### src/core/rfc_regs.vh
`ifndef RFC_REGS_VH
`define RFC_REGS_VH
// register indexes, byte address is four times the index
`define RFC_IDX_SIG_CTRL 8'h13
`define RFC_IDX_MODE14 8'h14
`define RFC_IDX_BOC_CTRL 8'h15
`define RFC_IDX_FORCE1 8'h18
`define RFC_IDX_FORCE2 8'h19
`define RFC_IDX_FORCE3 8'h1a
`define RFC_IDX_IDLE_BASE 8'h20
`define RFC_IDX_IDLE_LAST 8'h3f
`define RFC_IDX_MW1 8'h3c
`define RFC_IDX_MW2 8'h3d
`define RFC_IDX_MW3 8'h3e
`define RFC_IDX_SIG_BASE 8'h40
`define RFC_IDX_SIG_LAST 8'h4f
`define RFC_IDX_IRQ_STAT 8'h70
`define RFC_IDX_IRQ_MASK 8'h71
`define RFC_IDX_STATE 8'h72
`define RFC_IDX_CODE 8'h73
// reset value of every writable register
`define RFC_RST_VAL 8'h00
// field positions
`define RFC_BIT_FORCE_EN 4
`define RFC_BIT_D4RA 0
`define RFC_BIT_BOC_RST 7
`define RFC_BOC_CLR_LSB 4
`define RFC_BOC_VAL_LSB 1
`define RFC_SA_MASK_BITS 5'h1f
`define RFC_BOC_CTRL_RW 8'h36
// interrupt status bits
`define RFC_IRQ_SA 0
`define RFC_IRQ_RA 1
`define RFC_IRQ_VALID 2
`define RFC_IRQ_CLEAR 3
// remote alarm detection details
`define RFC_RA_FRAME 4'hc
`define RFC_RA_BIT 6
`define RFC_T1_CHANS 5'h18
// bit oriented code reset timing and pattern length
`define RFC_CLK_NS 20
`define RFC_BOC_RST_MAX_NS 250000
`define RFC_BOC_RST_NS 2000
`define RFC_BOC_RST_CYC (`RFC_BOC_RST_NS / `RFC_CLK_NS)
`define RFC_PAT_BITS 7'h10
// digital milliwatt byte sequence
`define RFC_MW0 8'h1e
`define RFC_MW1 8'h0b
`define RFC_MW2 8'h0b
`define RFC_MW3 8'h1e
`define RFC_MW4 8'h9e
`define RFC_MW5 8'h8b
`define RFC_MW6 8'h8b
`define RFC_MW7 8'h9e
`endif

### src/core/rfc_top.v
// How it works
// d4 remote alarm: bit2 zeros or frame12 S-bit
// masked Sa4..Sa8 changes set latched flag
// code reset bit self-clears well under 250us
// filter settings applied only after code reset
// clear filter 16/32/48/64 bits ends code
// valid filter none/3/5/7 identical patterns
// no validating while clearing, one state at once
// one idle code register per channel
// idle codes 1-24 t1 only, 25-32 e1
// forced ones on data, signaling out untouched
// forcing only while control bit 4 set
// milliwatt code replaces enabled t1 channels
// sixteen read-only signaling registers, nibble pairs
// signaling registers frozen during loss of sync
// d4 copies A,B into C,D
// control bit 4 clear means no forcing
// registers read back, reserved bits zero
`timescale 1ns/1ps
`include "rfc_regs.vh"
module rfc_top #(
  parameter RST_CYC = `RFC_BOC_RST_CYC
) (
  input wire clock_i,
  input wire srst_i,
  input wire wb_cyc_i,
  input wire wb_stb_i,
  input wire wb_we_i,
  input wire [11:0] wb_adr_i,
  input wire [3:0] wb_sel_i,
  input wire [31:0] wb_dat_i,
  output reg [31:0] wb_dat_o,
  output reg wb_ack_o,
  output reg irq_o,
  input wire mode_e1_i,
  input wire d4_framing_i,
  input wire out_of_frame_i,
  input wire frame_end_i,
  input wire [3:0] frame_num_i,
  input wire sbit_valid_i,
  input wire sbit_i,
  input wire sa_valid_i,
  input wire [4:0] sa_bits_i,
  input wire boc_bit_valid_i,
  input wire boc_bit_i,
  input wire chan_strobe_i,
  input wire [4:0] chan_idx_i,
  input wire [7:0] chan_data_i,
  input wire sig_frame_i,
  input wire [3:0] chan_sig_i,
  input wire sig_update_i,
  output reg [7:0] rx_serial_data_out_o,
  output reg rx_serial_valid_o,
  output reg [3:0] rx_signaling_out_o,
  output reg [7:0] rx_idle_code_o,
  output reg remote_alarm_o,
  output reg code_valid_o,
  output reg [5:0] code_o,
  output reg code_cleared_flag_o
);
  localparam ST_IDLE = 1'b0; // hunting for a code
  localparam ST_VALID = 1'b1; // code declared, watching for loss
  localparam [15:0] RST_LOAD = RST_CYC - 1;

  // bus side
  wire req = wb_cyc_i & wb_stb_i & ~wb_ack_o; // new access
  wire wr = req & wb_we_i & wb_sel_i[0]; // low lane write
  wire [7:0] idx = wb_adr_i[9:2]; // word index
  wire [7:0] wd = wb_dat_i[7:0];
  reg [7:0] rd_nxt; // read mux

  // control registers
  reg [7:0] sig_ctrl_r; // only force enable kept
  reg [7:0] mode14_r; // t1 alarm select or e1 sa masks
  reg [7:0] boc_ctrl_r; // filter fields as written
  reg [23:0] force_r; // force ones, bit0 = channel 1
  reg [23:0] mw_r; // milliwatt enable, bit0 = channel 1
  reg [7:0] idle_r [0:31]; // idle codes, index = channel-1
  reg [3:0] sig_r [0:31]; // received signaling nibbles
  reg [3:0] stat_r; // sticky events
  reg [3:0] mask_r; // event mask
  reg [3:0] ev; // events seen this cycle

  // code receiver state
  reg boc_rst_r; // reset in progress
  reg [15:0] rst_cnt_r;
  reg [1:0] act_val_r; // applied validation setting
  reg [1:0] act_clr_r; // applied clear setting
  reg boc_state_r;
  reg [15:0] sh_r; // received message bits
  reg [5:0] cand_r; // candidate code
  reg [2:0] cnt_r; // identical patterns seen
  reg [6:0] gap_r; // bits since last matching pattern

  // remote alarm and sa state
  reg az_r; // bit2 zero in every channel so far
  reg [4:0] sa_prev_r;
  reg sa_seen_r;
  reg [2:0] mw_ph_r; // milliwatt sequence phase

  integer i;

  // idle and milliwatt share words 3c..3e: t1 gives milliwatt
  wire mw_hit = ~mode_e1_i & (idx >= `RFC_IDX_MW1) & (idx <= `RFC_IDX_MW3);
  wire idle_hit = (idx >= `RFC_IDX_IDLE_BASE) & (idx <= `RFC_IDX_IDLE_LAST) & ~mw_hit;
  wire sig_hit = (idx >= `RFC_IDX_SIG_BASE) & (idx <= `RFC_IDX_SIG_LAST);
  wire [4:0] idle_sel = idx[4:0]; // 20h..3fh map to 0..31
  wire [3:0] sig_sel = idx[3:0];
  wire [4:0] sig_a = {1'b0, sig_sel} - 5'h01; // e1 upper nibble channel
  wire [4:0] sig_b = {1'b0, sig_sel} + 5'he; // e1 lower nibble
  wire [4:0] sig_t = {1'b0, sig_sel} + 5'hc; // t1 lower nibble

  // message bits after the current one shifts in
  wire [15:0] sh_nxt = {sh_r[14:0], boc_bit_i};
  wire pat = (sh_nxt[15:8] == 8'hff) & ~sh_nxt[7] & ~sh_nxt[0];
  wire [5:0] pcode = sh_nxt[6:1];
  // validation count decode
  wire [2:0] need = (act_val_r == 2'b00) ? 3'h1 : {act_val_r, 1'b1};
  // clear count decode, multiples of 16 bits
  wire [6:0] clr_bits = {act_clr_r + 2'b01, 4'h0} | {act_clr_r == 2'b11, 6'h0};

  // register read mux
  always @* begin
    rd_nxt = 8'h00;
    // read back, reserved zero
    if (idx == `RFC_IDX_SIG_CTRL)
      rd_nxt = sig_ctrl_r;
    else if (idx == `RFC_IDX_MODE14)
      rd_nxt = mode14_r;
    else if (idx == `RFC_IDX_BOC_CTRL)
      rd_nxt = {boc_rst_r, boc_ctrl_r[6:0]};
    else if (idx == `RFC_IDX_FORCE1)
      rd_nxt = force_r[7:0];
    else if (idx == `RFC_IDX_FORCE2)
      rd_nxt = force_r[15:8];
    else if (idx == `RFC_IDX_FORCE3)
      rd_nxt = force_r[23:16];
    else if (mw_hit) begin
      case (idx[1:0])
        2'b00: rd_nxt = mw_r[7:0];
        2'b01: rd_nxt = mw_r[15:8];
        default: rd_nxt = mw_r[23:16];
      endcase
    end else if (idle_hit)
      rd_nxt = idle_r[idle_sel];
    else if (sig_hit) begin
      // t1: channel n high nibble, n+12 low nibble; e1: channel n high, n+15 low
      if (!mode_e1_i)
        rd_nxt = (sig_sel < 4'hc) ? {sig_r[{1'b0, sig_sel}], sig_r[sig_t]} : 8'h00;
      else if (sig_sel == 4'h0)
        rd_nxt = {4'h0, sig_r[31]};
      else
        rd_nxt = {sig_r[sig_a], sig_r[sig_b]};
    end else if (idx == `RFC_IDX_IRQ_STAT)
      rd_nxt = {4'h0, stat_r};
    else if (idx == `RFC_IDX_IRQ_MASK)
      rd_nxt = {4'h0, mask_r};
    else if (idx == `RFC_IDX_STATE)
      rd_nxt = {boc_rst_r, boc_state_r, remote_alarm_o, 5'h00};
    else if (idx == `RFC_IDX_CODE)
      rd_nxt = {2'b00, code_o};
  end

  // wishbone answer: ack one cycle after the request
  always @(posedge clock_i) begin
    if (srst_i) begin
      wb_ack_o <= 1'b0;
      wb_dat_o <= 32'h00000000;
    end else begin
      wb_ack_o <= req;
      if (req)
        wb_dat_o <= {24'h000000, rd_nxt};
    end
  end

  // writable registers
  always @(posedge clock_i) begin
    if (srst_i) begin
      sig_ctrl_r <= `RFC_RST_VAL;
      mode14_r <= `RFC_RST_VAL;
      boc_ctrl_r <= `RFC_RST_VAL;
      force_r <= {3{`RFC_RST_VAL}};
      mw_r <= {3{`RFC_RST_VAL}};
      mask_r <= 4'h0;
      for (i = 0; i < 32; i = i + 1)
        idle_r[i] <= `RFC_RST_VAL;
    end else if (wr) begin
      // only the force enable bit is held here
      if (idx == `RFC_IDX_SIG_CTRL)
        sig_ctrl_r <= wd & (8'h01 << `RFC_BIT_FORCE_EN);
      if (idx == `RFC_IDX_MODE14)
        mode14_r <= wd & {3'b000, `RFC_SA_MASK_BITS};
      // stored only, applied at reset end
      if (idx == `RFC_IDX_BOC_CTRL)
        boc_ctrl_r <= wd & `RFC_BOC_CTRL_RW;
      if (idx == `RFC_IDX_FORCE1)
        force_r[7:0] <= wd;
      if (idx == `RFC_IDX_FORCE2)
        force_r[15:8] <= wd;
      if (idx == `RFC_IDX_FORCE3)
        force_r[23:16] <= wd;
      if (mw_hit) begin
        case (idx[1:0])
          2'b00: mw_r[7:0] <= wd;
          2'b01: mw_r[15:8] <= wd;
          default: mw_r[23:16] <= wd;
        endcase
      end
      // idle code per channel
      if (idle_hit)
        idle_r[idle_sel] <= wd;
      if (idx == `RFC_IDX_IRQ_MASK)
        mask_r <= wd[3:0];
    end
  end

  // sticky status: set wins over write-one-to-clear
  always @(posedge clock_i) begin
    if (srst_i) begin
      stat_r <= 4'h0;
      irq_o <= 1'b0;
    end else begin
      if (wr && idx == `RFC_IDX_IRQ_STAT)
        stat_r <= (stat_r & ~wd[3:0]) | ev;
      else
        stat_r <= stat_r | ev;
      irq_o <= |(stat_r & mask_r);
    end
  end

  // code receiver reset sequencing
  always @(posedge clock_i) begin
    if (srst_i) begin
      boc_rst_r <= 1'b0;
      rst_cnt_r <= 16'h0000;
      act_val_r <= 2'b00;
      act_clr_r <= 2'b00;
    end else if (wr && idx == `RFC_IDX_BOC_CTRL && wd[`RFC_BIT_BOC_RST]) begin
      // host starts the reset, a rewrite restarts it
      boc_rst_r <= 1'b1;
      rst_cnt_r <= RST_LOAD;
    end else if (boc_rst_r) begin
      if (rst_cnt_r == 16'h0000) begin
        // self-clear when done
        boc_rst_r <= 1'b0;
        // new filters take effect now
        act_val_r <= boc_ctrl_r[`RFC_BOC_VAL_LSB +: 2];
        act_clr_r <= boc_ctrl_r[`RFC_BOC_CLR_LSB +: 2];
      end else
        rst_cnt_r <= rst_cnt_r - 16'h0001;
    end
  end

  // code receiver: validate, then watch for loss
  always @(posedge clock_i) begin
    if (srst_i || boc_rst_r) begin
      boc_state_r <= ST_IDLE;
      sh_r <= 16'h0000;
      cand_r <= 6'h00;
      cnt_r <= 3'h0;
      gap_r <= 7'h00;
      code_valid_o <= 1'b0;
      code_o <= 6'h00;
      code_cleared_flag_o <= 1'b0;
    end else begin
      code_cleared_flag_o <= 1'b0;
      if (boc_bit_valid_i) begin
        sh_r <= sh_nxt;
        // one phase at a time
        case (boc_state_r)
          ST_IDLE: begin
            if (pat) begin
              gap_r <= 7'h00;
              // count identical back-to-back patterns
              if (cnt_r != 3'h0 && cand_r == pcode && gap_r == `RFC_PAT_BITS - 7'h1) begin
                cnt_r <= cnt_r + 3'h1;
                if (cnt_r + 3'h1 >= need) begin
                  boc_state_r <= ST_VALID;
                  code_valid_o <= 1'b1;
                  code_o <= pcode;
                  cnt_r <= 3'h0;
                end
              end else begin
                cnt_r <= 3'h1;
                cand_r <= pcode;
                if (need == 3'h1) begin
                  boc_state_r <= ST_VALID;
                  code_valid_o <= 1'b1;
                  code_o <= pcode;
                  cnt_r <= 3'h0;
                end
              end
            end else begin
              if (gap_r != 7'h7f)
                gap_r <= gap_r + 7'h1;
              if (gap_r >= `RFC_PAT_BITS - 7'h1)
                cnt_r <= 3'h0;
            end
          end
          ST_VALID: begin
            // consecutive bits without the code end it
            if (pat && pcode == code_o)
              gap_r <= 7'h00;
            else if (gap_r + 7'h1 >= clr_bits) begin
              boc_state_r <= ST_IDLE;
              code_valid_o <= 1'b0;
              code_cleared_flag_o <= 1'b1;
              gap_r <= 7'h00;
            end else
              gap_r <= gap_r + 7'h1;
          end
          default: boc_state_r <= ST_IDLE;
        endcase
      end
    end
  end

  // event collection for the status register
  always @* begin
    ev = 4'h0;
    ev[`RFC_IRQ_VALID] = ~boc_rst_r & boc_bit_valid_i & ~boc_state_r & pat &
                         (need == 3'h1 | (cnt_r != 3'h0 & cand_r == pcode &
                         gap_r == `RFC_PAT_BITS - 7'h1 & cnt_r + 3'h1 >= need));
    ev[`RFC_IRQ_CLEAR] = ~boc_rst_r & boc_bit_valid_i & boc_state_r &
                         ~(pat & pcode == code_o) & (gap_r + 7'h1 >= clr_bits);
    // masked sa change sets latched flag
    ev[`RFC_IRQ_SA] = mode_e1_i & sa_valid_i & sa_seen_r &
                      (|((sa_bits_i ^ sa_prev_r) & mode14_r[4:0]));
    ev[`RFC_IRQ_RA] = 1'b0;
    if (!mode_e1_i && d4_framing_i) begin
      if (mode14_r[`RFC_BIT_D4RA])
        ev[`RFC_IRQ_RA] = ~remote_alarm_o & sbit_valid_i &
                          (frame_num_i == `RFC_RA_FRAME) & sbit_i;
      else
        ev[`RFC_IRQ_RA] = ~remote_alarm_o & frame_end_i & az_r;
    end
  end

  // remote alarm detection and sa bit history
  always @(posedge clock_i) begin
    if (srst_i) begin
      remote_alarm_o <= 1'b0;
      az_r <= 1'b1;
      sa_prev_r <= 5'h00;
      sa_seen_r <= 1'b0;
    end else begin
      if (sa_valid_i) begin
        sa_prev_r <= sa_bits_i;
        sa_seen_r <= 1'b1;
      end
      if (mode_e1_i || !d4_framing_i) begin
        remote_alarm_o <= 1'b0;
        az_r <= 1'b1;
      end else if (mode14_r[`RFC_BIT_D4RA]) begin
        // j1 style: S-bit of frame 12
        if (sbit_valid_i && frame_num_i == `RFC_RA_FRAME)
          remote_alarm_o <= sbit_i;
      end else begin
        // bit 2 zero in all channels of a frame
        if (frame_end_i) begin
          remote_alarm_o <= az_r;
          az_r <= 1'b1;
        end else if (chan_strobe_i && chan_idx_i < `RFC_T1_CHANS &&
                     chan_data_i[`RFC_RA_BIT])
          az_r <= 1'b0;
      end
    end
  end

  // signaling registers, frozen out of frame
  always @(posedge clock_i) begin
    if (srst_i) begin
      for (i = 0; i < 32; i = i + 1)
        sig_r[i] <= 4'h0;
    end else if (sig_update_i && !out_of_frame_i) begin
      // update only while in sync
      if (!mode_e1_i && d4_framing_i)
        // repeat A,B into C,D
        sig_r[chan_idx_i] <= {chan_sig_i[3:2], chan_sig_i[3:2]};
      else
        sig_r[chan_idx_i] <= chan_sig_i;
    end
  end

  // milliwatt byte for the current phase
  function [7:0] mw_byte;
    input [2:0] ph;
    begin
      case (ph)
        3'h0: mw_byte = `RFC_MW0;
        3'h1: mw_byte = `RFC_MW1;
        3'h2: mw_byte = `RFC_MW2;
        3'h3: mw_byte = `RFC_MW3;
        3'h4: mw_byte = `RFC_MW4;
        3'h5: mw_byte = `RFC_MW5;
        3'h6: mw_byte = `RFC_MW6;
        default: mw_byte = `RFC_MW7;
      endcase
    end
  endfunction

  wire t1_ch = ~mode_e1_i & (chan_idx_i < `RFC_T1_CHANS);
  wire [4:0] ch24 = t1_ch ? chan_idx_i : 5'h00;

  // receive data path substitution
  always @(posedge clock_i) begin
    if (srst_i) begin
      rx_serial_data_out_o <= 8'h00;
      rx_serial_valid_o <= 1'b0;
      rx_signaling_out_o <= 4'h0;
      rx_idle_code_o <= 8'h00;
      mw_ph_r <= 3'h0;
    end else begin
      rx_serial_valid_o <= chan_strobe_i;
      if (frame_end_i)
        mw_ph_r <= mw_ph_r + 3'h1;
      if (chan_strobe_i) begin
        // signaling output always reports what arrived
        rx_signaling_out_o <= chan_sig_i;
        // milliwatt replaces the whole byte
        if (t1_ch && mw_r[ch24])
          rx_serial_data_out_o <= mw_byte(mw_ph_r);
        // forcing gated by control bit 4
        else if (t1_ch && sig_ctrl_r[`RFC_BIT_FORCE_EN] && force_r[ch24] && sig_frame_i)
          rx_serial_data_out_o <= chan_data_i | 8'h01;
        else
          rx_serial_data_out_o <= chan_data_i;
        // idle codes 1-24 t1, 25-32 e1
        if (t1_ch || (mode_e1_i && chan_idx_i >= `RFC_T1_CHANS))
          rx_idle_code_o <= idle_r[chan_idx_i];
        else
          rx_idle_code_o <= 8'h00;
      end
    end
  end
endmodule

### config.mk
export PLATFORM = sky130hd
export DESIGN_NAME = rfc_top
export DESIGN_NICKNAME = d
export VERILOG_FILES = /design/src/core/rfc_top.v
export VERILOG_INCLUDE_DIRS = /design/src /design/src/core
export SDC_FILE = /design/constraint.sdc
export NUM_CORES = 1
export LEC_CHECK = 0
export BUFFER_PORTS_ARGS = -buffer_cell sky130_fd_sc_hd__buf_2
export CAP_MARGIN = 20
export CORE_MARGIN = 4
export CORE_UTILIZATION = 35
export CTS_CLUSTER_DIAMETER = 80
export CTS_CLUSTER_SIZE = 25
export DETAILED_ROUTE_END_ITERATION = 12
export GPL_ROUTABILITY_DRIVEN = 0
export GPL_TIMING_DRIVEN = 1
export HOLD_SLACK_MARGIN = 0.12
export PLACE_DENSITY = 0.5
export REMOVE_ABC_BUFFERS = 1
export SLEW_MARGIN = 20
export SYNTH_ARGS = -nofsm -noshare
export SYNTH_HDL_FRONTEND = slang
export SYNTH_SLANG_ARGS = --single-unit
### constraint.sdc
create_clock -name clock_i -period 4.1 [get_ports clock_i]
set_input_delay 0 -clock clock_i [delete_from_list [all_inputs] [get_ports clock_i]]
set_output_delay 0 -clock clock_i [all_outputs]
set_load 0.05 [all_outputs]
Yosys cells after proc, flatten, opt, wreduce, memory -nomap -nowiden:

Memory sizes are Yosys's and may differ from the RTL's.
Index checks and enable logic that the tools add are counted.

* magnitude comparators: 13
* muxes and demuxes: 90
* bitwise logic cells: 56
* add/subtract/negate cells: 8
* shift-type cells: 0
* reduce and logical (&&, ||, !) cells: 64
* divide/modulo/power cells: 0
* eq/ne operators: 33
* multiply operators: 0

Operators with widths (count)
* two-way mux 8 bit: 18
* two-way mux 7 bit: 7
* == test 8 x 5 -> 1 bit (second input constant): 6
* two-way mux 1 bit: 43
* == test 8 x 7 -> 1 bit (second input constant): 4
* AND 1 bit: 31
* two-way mux 6 bit: 4
* one-hot mux 8 bit (3 select lines): 1
* AND reduction 2 bit: 12
* >= comparator 8 x 6 -> 1 bit (second input constant): 2
* less-or-equal comparator 8 x 6 -> 1 bit (second input constant): 2
* logical AND 1 bit: 16
* logical NOT 16 bit: 1
* one-hot mux 8 bit (2 select lines): 1
* subtractor 16 x 1 -> 16 bit (second input constant): 1
* two-way mux 3 bit: 5
* two-way mux 5 bit: 3
* NOT 1 bit: 15
* AND reduction 3 bit: 5
* one-hot mux 7 bit (2 select lines): 1
* == test 6 bit: 2
* two-way mux 4 bit: 3
* OR reduction 2 bit: 6
* OR reduction 4 bit: 3
* 47 further kinds: 72

* bits in latches: 0
* output and inout bits: 64
* register bits: 169
* logic and storage cells: 302
* memories: 2
* ROM bits: 0
* RAM bits: 384
* input port bits: 91

Memories
* idle_r: words 32, bits a word 8, read ports 2, clocked after memory_dff 0, wr ports 32, line rfc_top.v:78 `reg [7:0] idle_r [0:31];`
* sig_r: words 32, bits a word 4, read ports 5, clocked after memory_dff 0, wr ports 32, line rfc_top.v:79 `reg [3:0] sig_r [0:31];`

Depth between registers and ports, before layout:

* depth after elaboration: 14
* depth in mapped cells: 17
* gate-level depth less buffers: 11

Least setup slack after synthesis:

No wires, ideal clock.

* path type: input to register
* start: input wb_adr_i[2]
* end: register wb_dat_o[6]
* setup slack: 1.009 ns
* path buffers: 7
* data required time: 3.980 ns
* arrival time: 2.970 ns
* stages on the path: 15
* setup time: 0.120 ns
* path through: buf_6 > buf_8 > buf_6 > buf_6 > buf_6 > buf_4 > inv_1 > ha_1 > clkbuf_1 > mux4_2 > mux4_2 > mux2i_1 > o2111ai_1 > a31oi_1 > o21ai_1

* word-level cells in the longest chain between the ends: 13

Ends and longest elaborated chain
* start: declaration: line rfc_top.v:29 `input wire [11:0] wb_adr_i,`
* subtractor 4 x 1 -> 5 bit (tied with other cells): line rfc_top.v:109 `wire [4:0] sig_a = {1'b0, sig_sel} - 5'h01;`
* memory read (32 x 4 bit) (tied with other cells)
* two-way mux 8 bit (tied with other cells): line rfc_top.v:150 `else if (sig_sel == 4'h0)`
* two-way mux 8 bit (tied with other cells): line rfc_top.v:148 `if (!mode_e1_i)`
* two-way mux 8 bit or AND 1 bit (tied branches): line rfc_top.v:146, rfc_top.v:105
* two-way mux 8 bit: line rfc_top.v:144 `end else if (idle_hit)`
* two-way mux 8 bit: line rfc_top.v:138 `else if (mw_hit) begin`
* two-way mux 8 bit: line rfc_top.v:136 `` else if (idx == `RFC_IDX_FORCE3) ``
* two-way mux 8 bit: line rfc_top.v:134 `` else if (idx == `RFC_IDX_FORCE2) ``
* two-way mux 8 bit: line rfc_top.v:132 `` else if (idx == `RFC_IDX_FORCE1) ``
* two-way mux 8 bit: line rfc_top.v:130 `` else if (idx == `RFC_IDX_BOC_CTRL) ``
* two-way mux 8 bit: line rfc_top.v:128 `` else if (idx == `RFC_IDX_MODE14) ``
* two-way mux 8 bit (*): line rfc_top.v:126 `` if (idx == `RFC_IDX_SIG_CTRL) ``
* end signal: assignment: line rfc_top.v:172 `wb_dat_o <= {24'h000000, rd_nxt};`
* end: declaration: line rfc_top.v:32 `output reg [31:0] wb_dat_o,`

Mark *: on every way between the ends. The rest lies on a longest branch, timed or not.
A chain may end at the register's enable or synchronous reset.

Worst setup path after layout:

* start: input mode_e1_i
* end: register rx_serial_data_out_o[5]

* word-level cells in the longest chain between the ends: 7

Ends and longest elaborated chain
* start: declaration: line rfc_top.v:35 `input wire mode_e1_i,`
* NOT 1 bit (*): line rfc_top.v:402 `` wire t1_ch = ~mode_e1_i & (chan_idx_i < `RFC_T1_CHANS); ``
* AND 1 bit (*): line rfc_top.v:402
* two-way mux 5 bit: line rfc_top.v:403 `wire [4:0] ch24 = t1_ch ? chan_idx_i : 5'h00;`
* binary-select mux 1 bit (select 5 bit): line rfc_top.v:421 `if (t1_ch && mw_r[ch24])`
* two-way mux 1 bit (not written as such): line rfc_top.v:421
* logical AND 1 bit (*): line rfc_top.v:421
* two-way mux 8 bit (*): line rfc_top.v:421
* end signal: assignment: line rfc_top.v:422 `rx_serial_data_out_o <= mw_byte(mw_ph_r);`
* end signal: assignment: line rfc_top.v:425 `rx_serial_data_out_o <= chan_data_i | 8'h01;`
* end signal: assignment: line rfc_top.v:427 `rx_serial_data_out_o <= chan_data_i;`
* end: declaration: line rfc_top.v:52 `output reg [7:0] rx_serial_data_out_o,`

Mark *: on every way between the ends. The rest lies on a longest branch, timed or not. The select of a mux whose other input is x is not followed.

==> results.yml <==
power_and_ir_drop:
  power_density_nw_per_um2: 351.2
  clkPwrFrac_pct: 34.5
  power.share.sequential_pct: 51.3
  leakage_nw: 12.64
  peakVddDrop_v: 0.0002515
  combinationalPowerShare_pct: 14.2
  p_sw_share_pct: 27.93
  p_int_mw: 8.862
  p_switching_mw: 3.435
clocking:
  ctsHoldBuffers: 67
  numCtsBuffers: 37
  cts_root_buf: "clkbuf_16"
  clock_latency_ns: 0.60
  cts_max_path_buffers: 3
  path_clk_slew_ns: 0.09
  cts_setup_buffers: 0
  htree_levels: 2
  cts_tree: "built"
  post_cts_resized: 0
  clkSinkCount: 553
grt:
  grtUsageMet3_pct: 2.744
  grt_pass1_wl_um: 155300
  antenna_found_initial: 3
  grtUsageMet1_pct: 30.92
  top_usage_layer: "met2"
  grt-ovfl-total: 0
  grt_use_total_pct: 21.85
  use_met2_pct: 35.34
  grt_pass1_vias: 22851
  grt_max_degree: 103
synthesis:
  yosys.area_share.adder_pct: 1.116
  yosysSeqAreaShare_pct: 47.50
  synth-simple-area-share_pct: 17.57
  synth_top_family_by_area: "multiplexers"
  synth.distinct_cells: 88
  synth_warnings: 0
  synth_edf_count: 384
  synthCells: 2723
  synth-compound-area-share_pct: 8.289
  muxShareOfSynthArea_pct: 20.41
  synthArstFlopShare_pct: 0
  synth.avg_cell_area_um2: 11.53
  ys_seq_elements: 553
  synth_top_flop_cell: "edfxtp_1"
  synth_xor_area_share_pct: 1.056
  netlist_area_um2: 31400
floorplanning:
  core_um2: 88650
  start_util_pct: 35.42
  die_area_um2: 94570
  fp.dieH_um: 307.5
  floorplan.rows: 109
  io_pins: 155
  fp.dieW_um: 307.5
detailed_routing:
  viasPerCell: 5.834
  ant_nets: 0
  finalWirelength_um: 105700
  drc: 0
  drt_iter0_drc: 3058
  num_vias: 23411
  wl_per_cell_um: 26.35
  drt-pass1-iter-count: 6
worst_setup_path:
  crit_type: "primary input to register"
  end_kind: "register"
  crit_path_frequent_cell: "dlygate4sd3_1"
  r2r_end: "rx_serial_data_out_o[5]"
  cp_num_buf_inv: 4
  start_kind: "primary input"
  cp_top_family: "compound AO/OA/AOI/OAI gates"
  critPathArrivalTime_ns: 4.44
  worst_path_max_delay_cell: "a21oi_1"
  r2r_start: "mw_r[17]"
  worstPathCellList: "dlygate4sd3_1 -> buf_2 -> a21oi_1 -> nand2_1 -> a211o_1 -> a221oi_1 -> o32a_1 -> nand3_1 -> dlygate4sd3_1 -> a21oi_1 -> dlygate4sd3_1"
  required_ns: 4.64
  slowest_delay_ns: 0.72
  ff2ff_path_depth: 9
  cp_max_fo: 13
  reg2reg_slack_ns: 0.98
sta:
  finalClockSkew_ns: 0.02075
  tightest_slew_ns: 1.147
  max_freq_mhz: 256.4
  rsz0062_at_grt: "no"
  drv_slew: 0
  whs_ns: 0.1360
  relSlewSlack_pct: 23.36
  finalSetupViolCount: 0
  setup_tns_ns: 0
  period_minus_slack_ns: 3.900
  finalCritPeriodShare_pct: 95.13
  hold_violations: 0
finish:
  multi_input_area_um2: 15330
  nFillCells: 8462
  area_growth_pct: 11.50
  nets: 2936
  layout_commonest_cell: "edfxtp_1"
  seqCellArea_um2: 14910
  drive_gt1_share_pct: 18.95
  mostFrequentLayoutCells: "edfxtp_1 (384), nor2_1 (295), and2_1 (262), nand2_1 (216), mux4_2 (206)"
place:
  port_buffers: 99
  hpwl_um: 76010
outcome:
  status: "finished clean"
hold_path:
  holdPathStages: 6
  min_to: "rx_serial_data_out_o[0]"
  holdCritStartpoint: "sig_frame_i"
  hp-class: "primary input to register"
job:
  maxCapViolCount: 0
## cells by family (layout without fill, tap and decap cells)
family / Yosys count / count (layout)
other cells: 1 / 28
fa+ha+maj: 28 / 28
compound gates: 390 / 390
mux: 379 / 379
xor+xnor: 37 / 37
flops: 553 / 553
simple gates: 1084 / 1084
buf+inv: 251 / 349
## power by group through the flow
stage	combinational (mW)	sequential, mW	clock [mW]
finish	1.75	6.30	4.25
global route	1.83	6.32	4.53
CTS	1.73	6.30	4.35
detailed placement	1.67	6.42	0
global placement	1.66	6.42	0
floorplan	0.898	6.38	0
## state kept, by name, summed over array words and instances (netlist names), 5 cells and up
name and count:
idle_r 256, sig_r 128, force_r 24, mw_r 24, rst_cnt_r 16, sh_r 15
rx_idle_code_o 8, rx_serial_data_out_o 8, wb_dat_o 8, gap_r 7, cand_r 6, code_o 6
mode14_r 5, sa_prev_r 5
## layer usage
layer	part of all wire [%]	routed length, um	up-vias
met3	7.4	7788	170
met1	43	45410	11866
met2	46	49110	1076
li1	-	-	10299
met5	0	0	-
met4	3.3	3440	0
## worst register-to-register path, delay by kind of cell (launching register included)
family          cells  cell delay, ns
flops               1            0.33
buf+inv             2            1.16
simple gates        2            0.28
compound gates      5            1.30
## final cells by class
class                   count  share of cell area, %
clock buffers              42                  2.909
diodes                      4                0.02859
multi-input cells        1942                  43.79
inverters                  34                 0.3645
repair buffers            249                  5.296
flip-flops and latches    553                  42.60
clock inverters            24                 0.8505
well taps                1165                  4.163
## synthesized netlist by cell type, drive strengths merged, types with 64 or more instances
library cell	instances	area, um^2
a21oi	116	580.6
and2	264	1652
buf	96	689.4
clkbuf	121	454.2
dfxtp	169	3383
edfxtp	384	11530
mux2i	143	1431
mux4	206	4639
nand2	216	810.8
nand3	71	360.3
nor2	295	1107
o21ai	64	320.3
## through the flow
| stage | power [mW] | area [um^2] | setup WS [ns] | instances | util [%] |
|---|---|---|---|---|---|
| after floorplan | 7.283 | 30340 | 1.373 | 2529 | - |
| after global placement | 8.075 | 33010 | 0.5518 | 3876 | 37.24 |
| after detailed placement | 8.093 | 33010 | 0.5053 | 3876 | 37.24 |
| after CTS | 12.38 | 35000 | 0.3170 | 4009 | 39.48 |
| after global routing | 12.68 | 35000 | 0.01230 | 4009 | 39.48 |
| final | 12.30 | 35010 | 0.1996 | 4013 | 39.49 |
## worst max path at each step
stage | start | end | cells past startpoint
2_1_floorplan | wb_ack_o | mw_r[16] | 6
3_3_place_gp | wb_adr_i[4] | wb_dat_o[5] | 11
3_5_place_dp | wb_adr_i[4] | wb_dat_o[5] | 11
4_1_cts | mode_e1_i | rx_serial_data_out_o[5] | 11
5_1_grt | mode_e1_i | rx_serial_data_out_o[5] | 11
6_report | mode_e1_i | rx_serial_data_out_o[5] | 11
No activity file was read; power rests on OpenSTA's default activity.
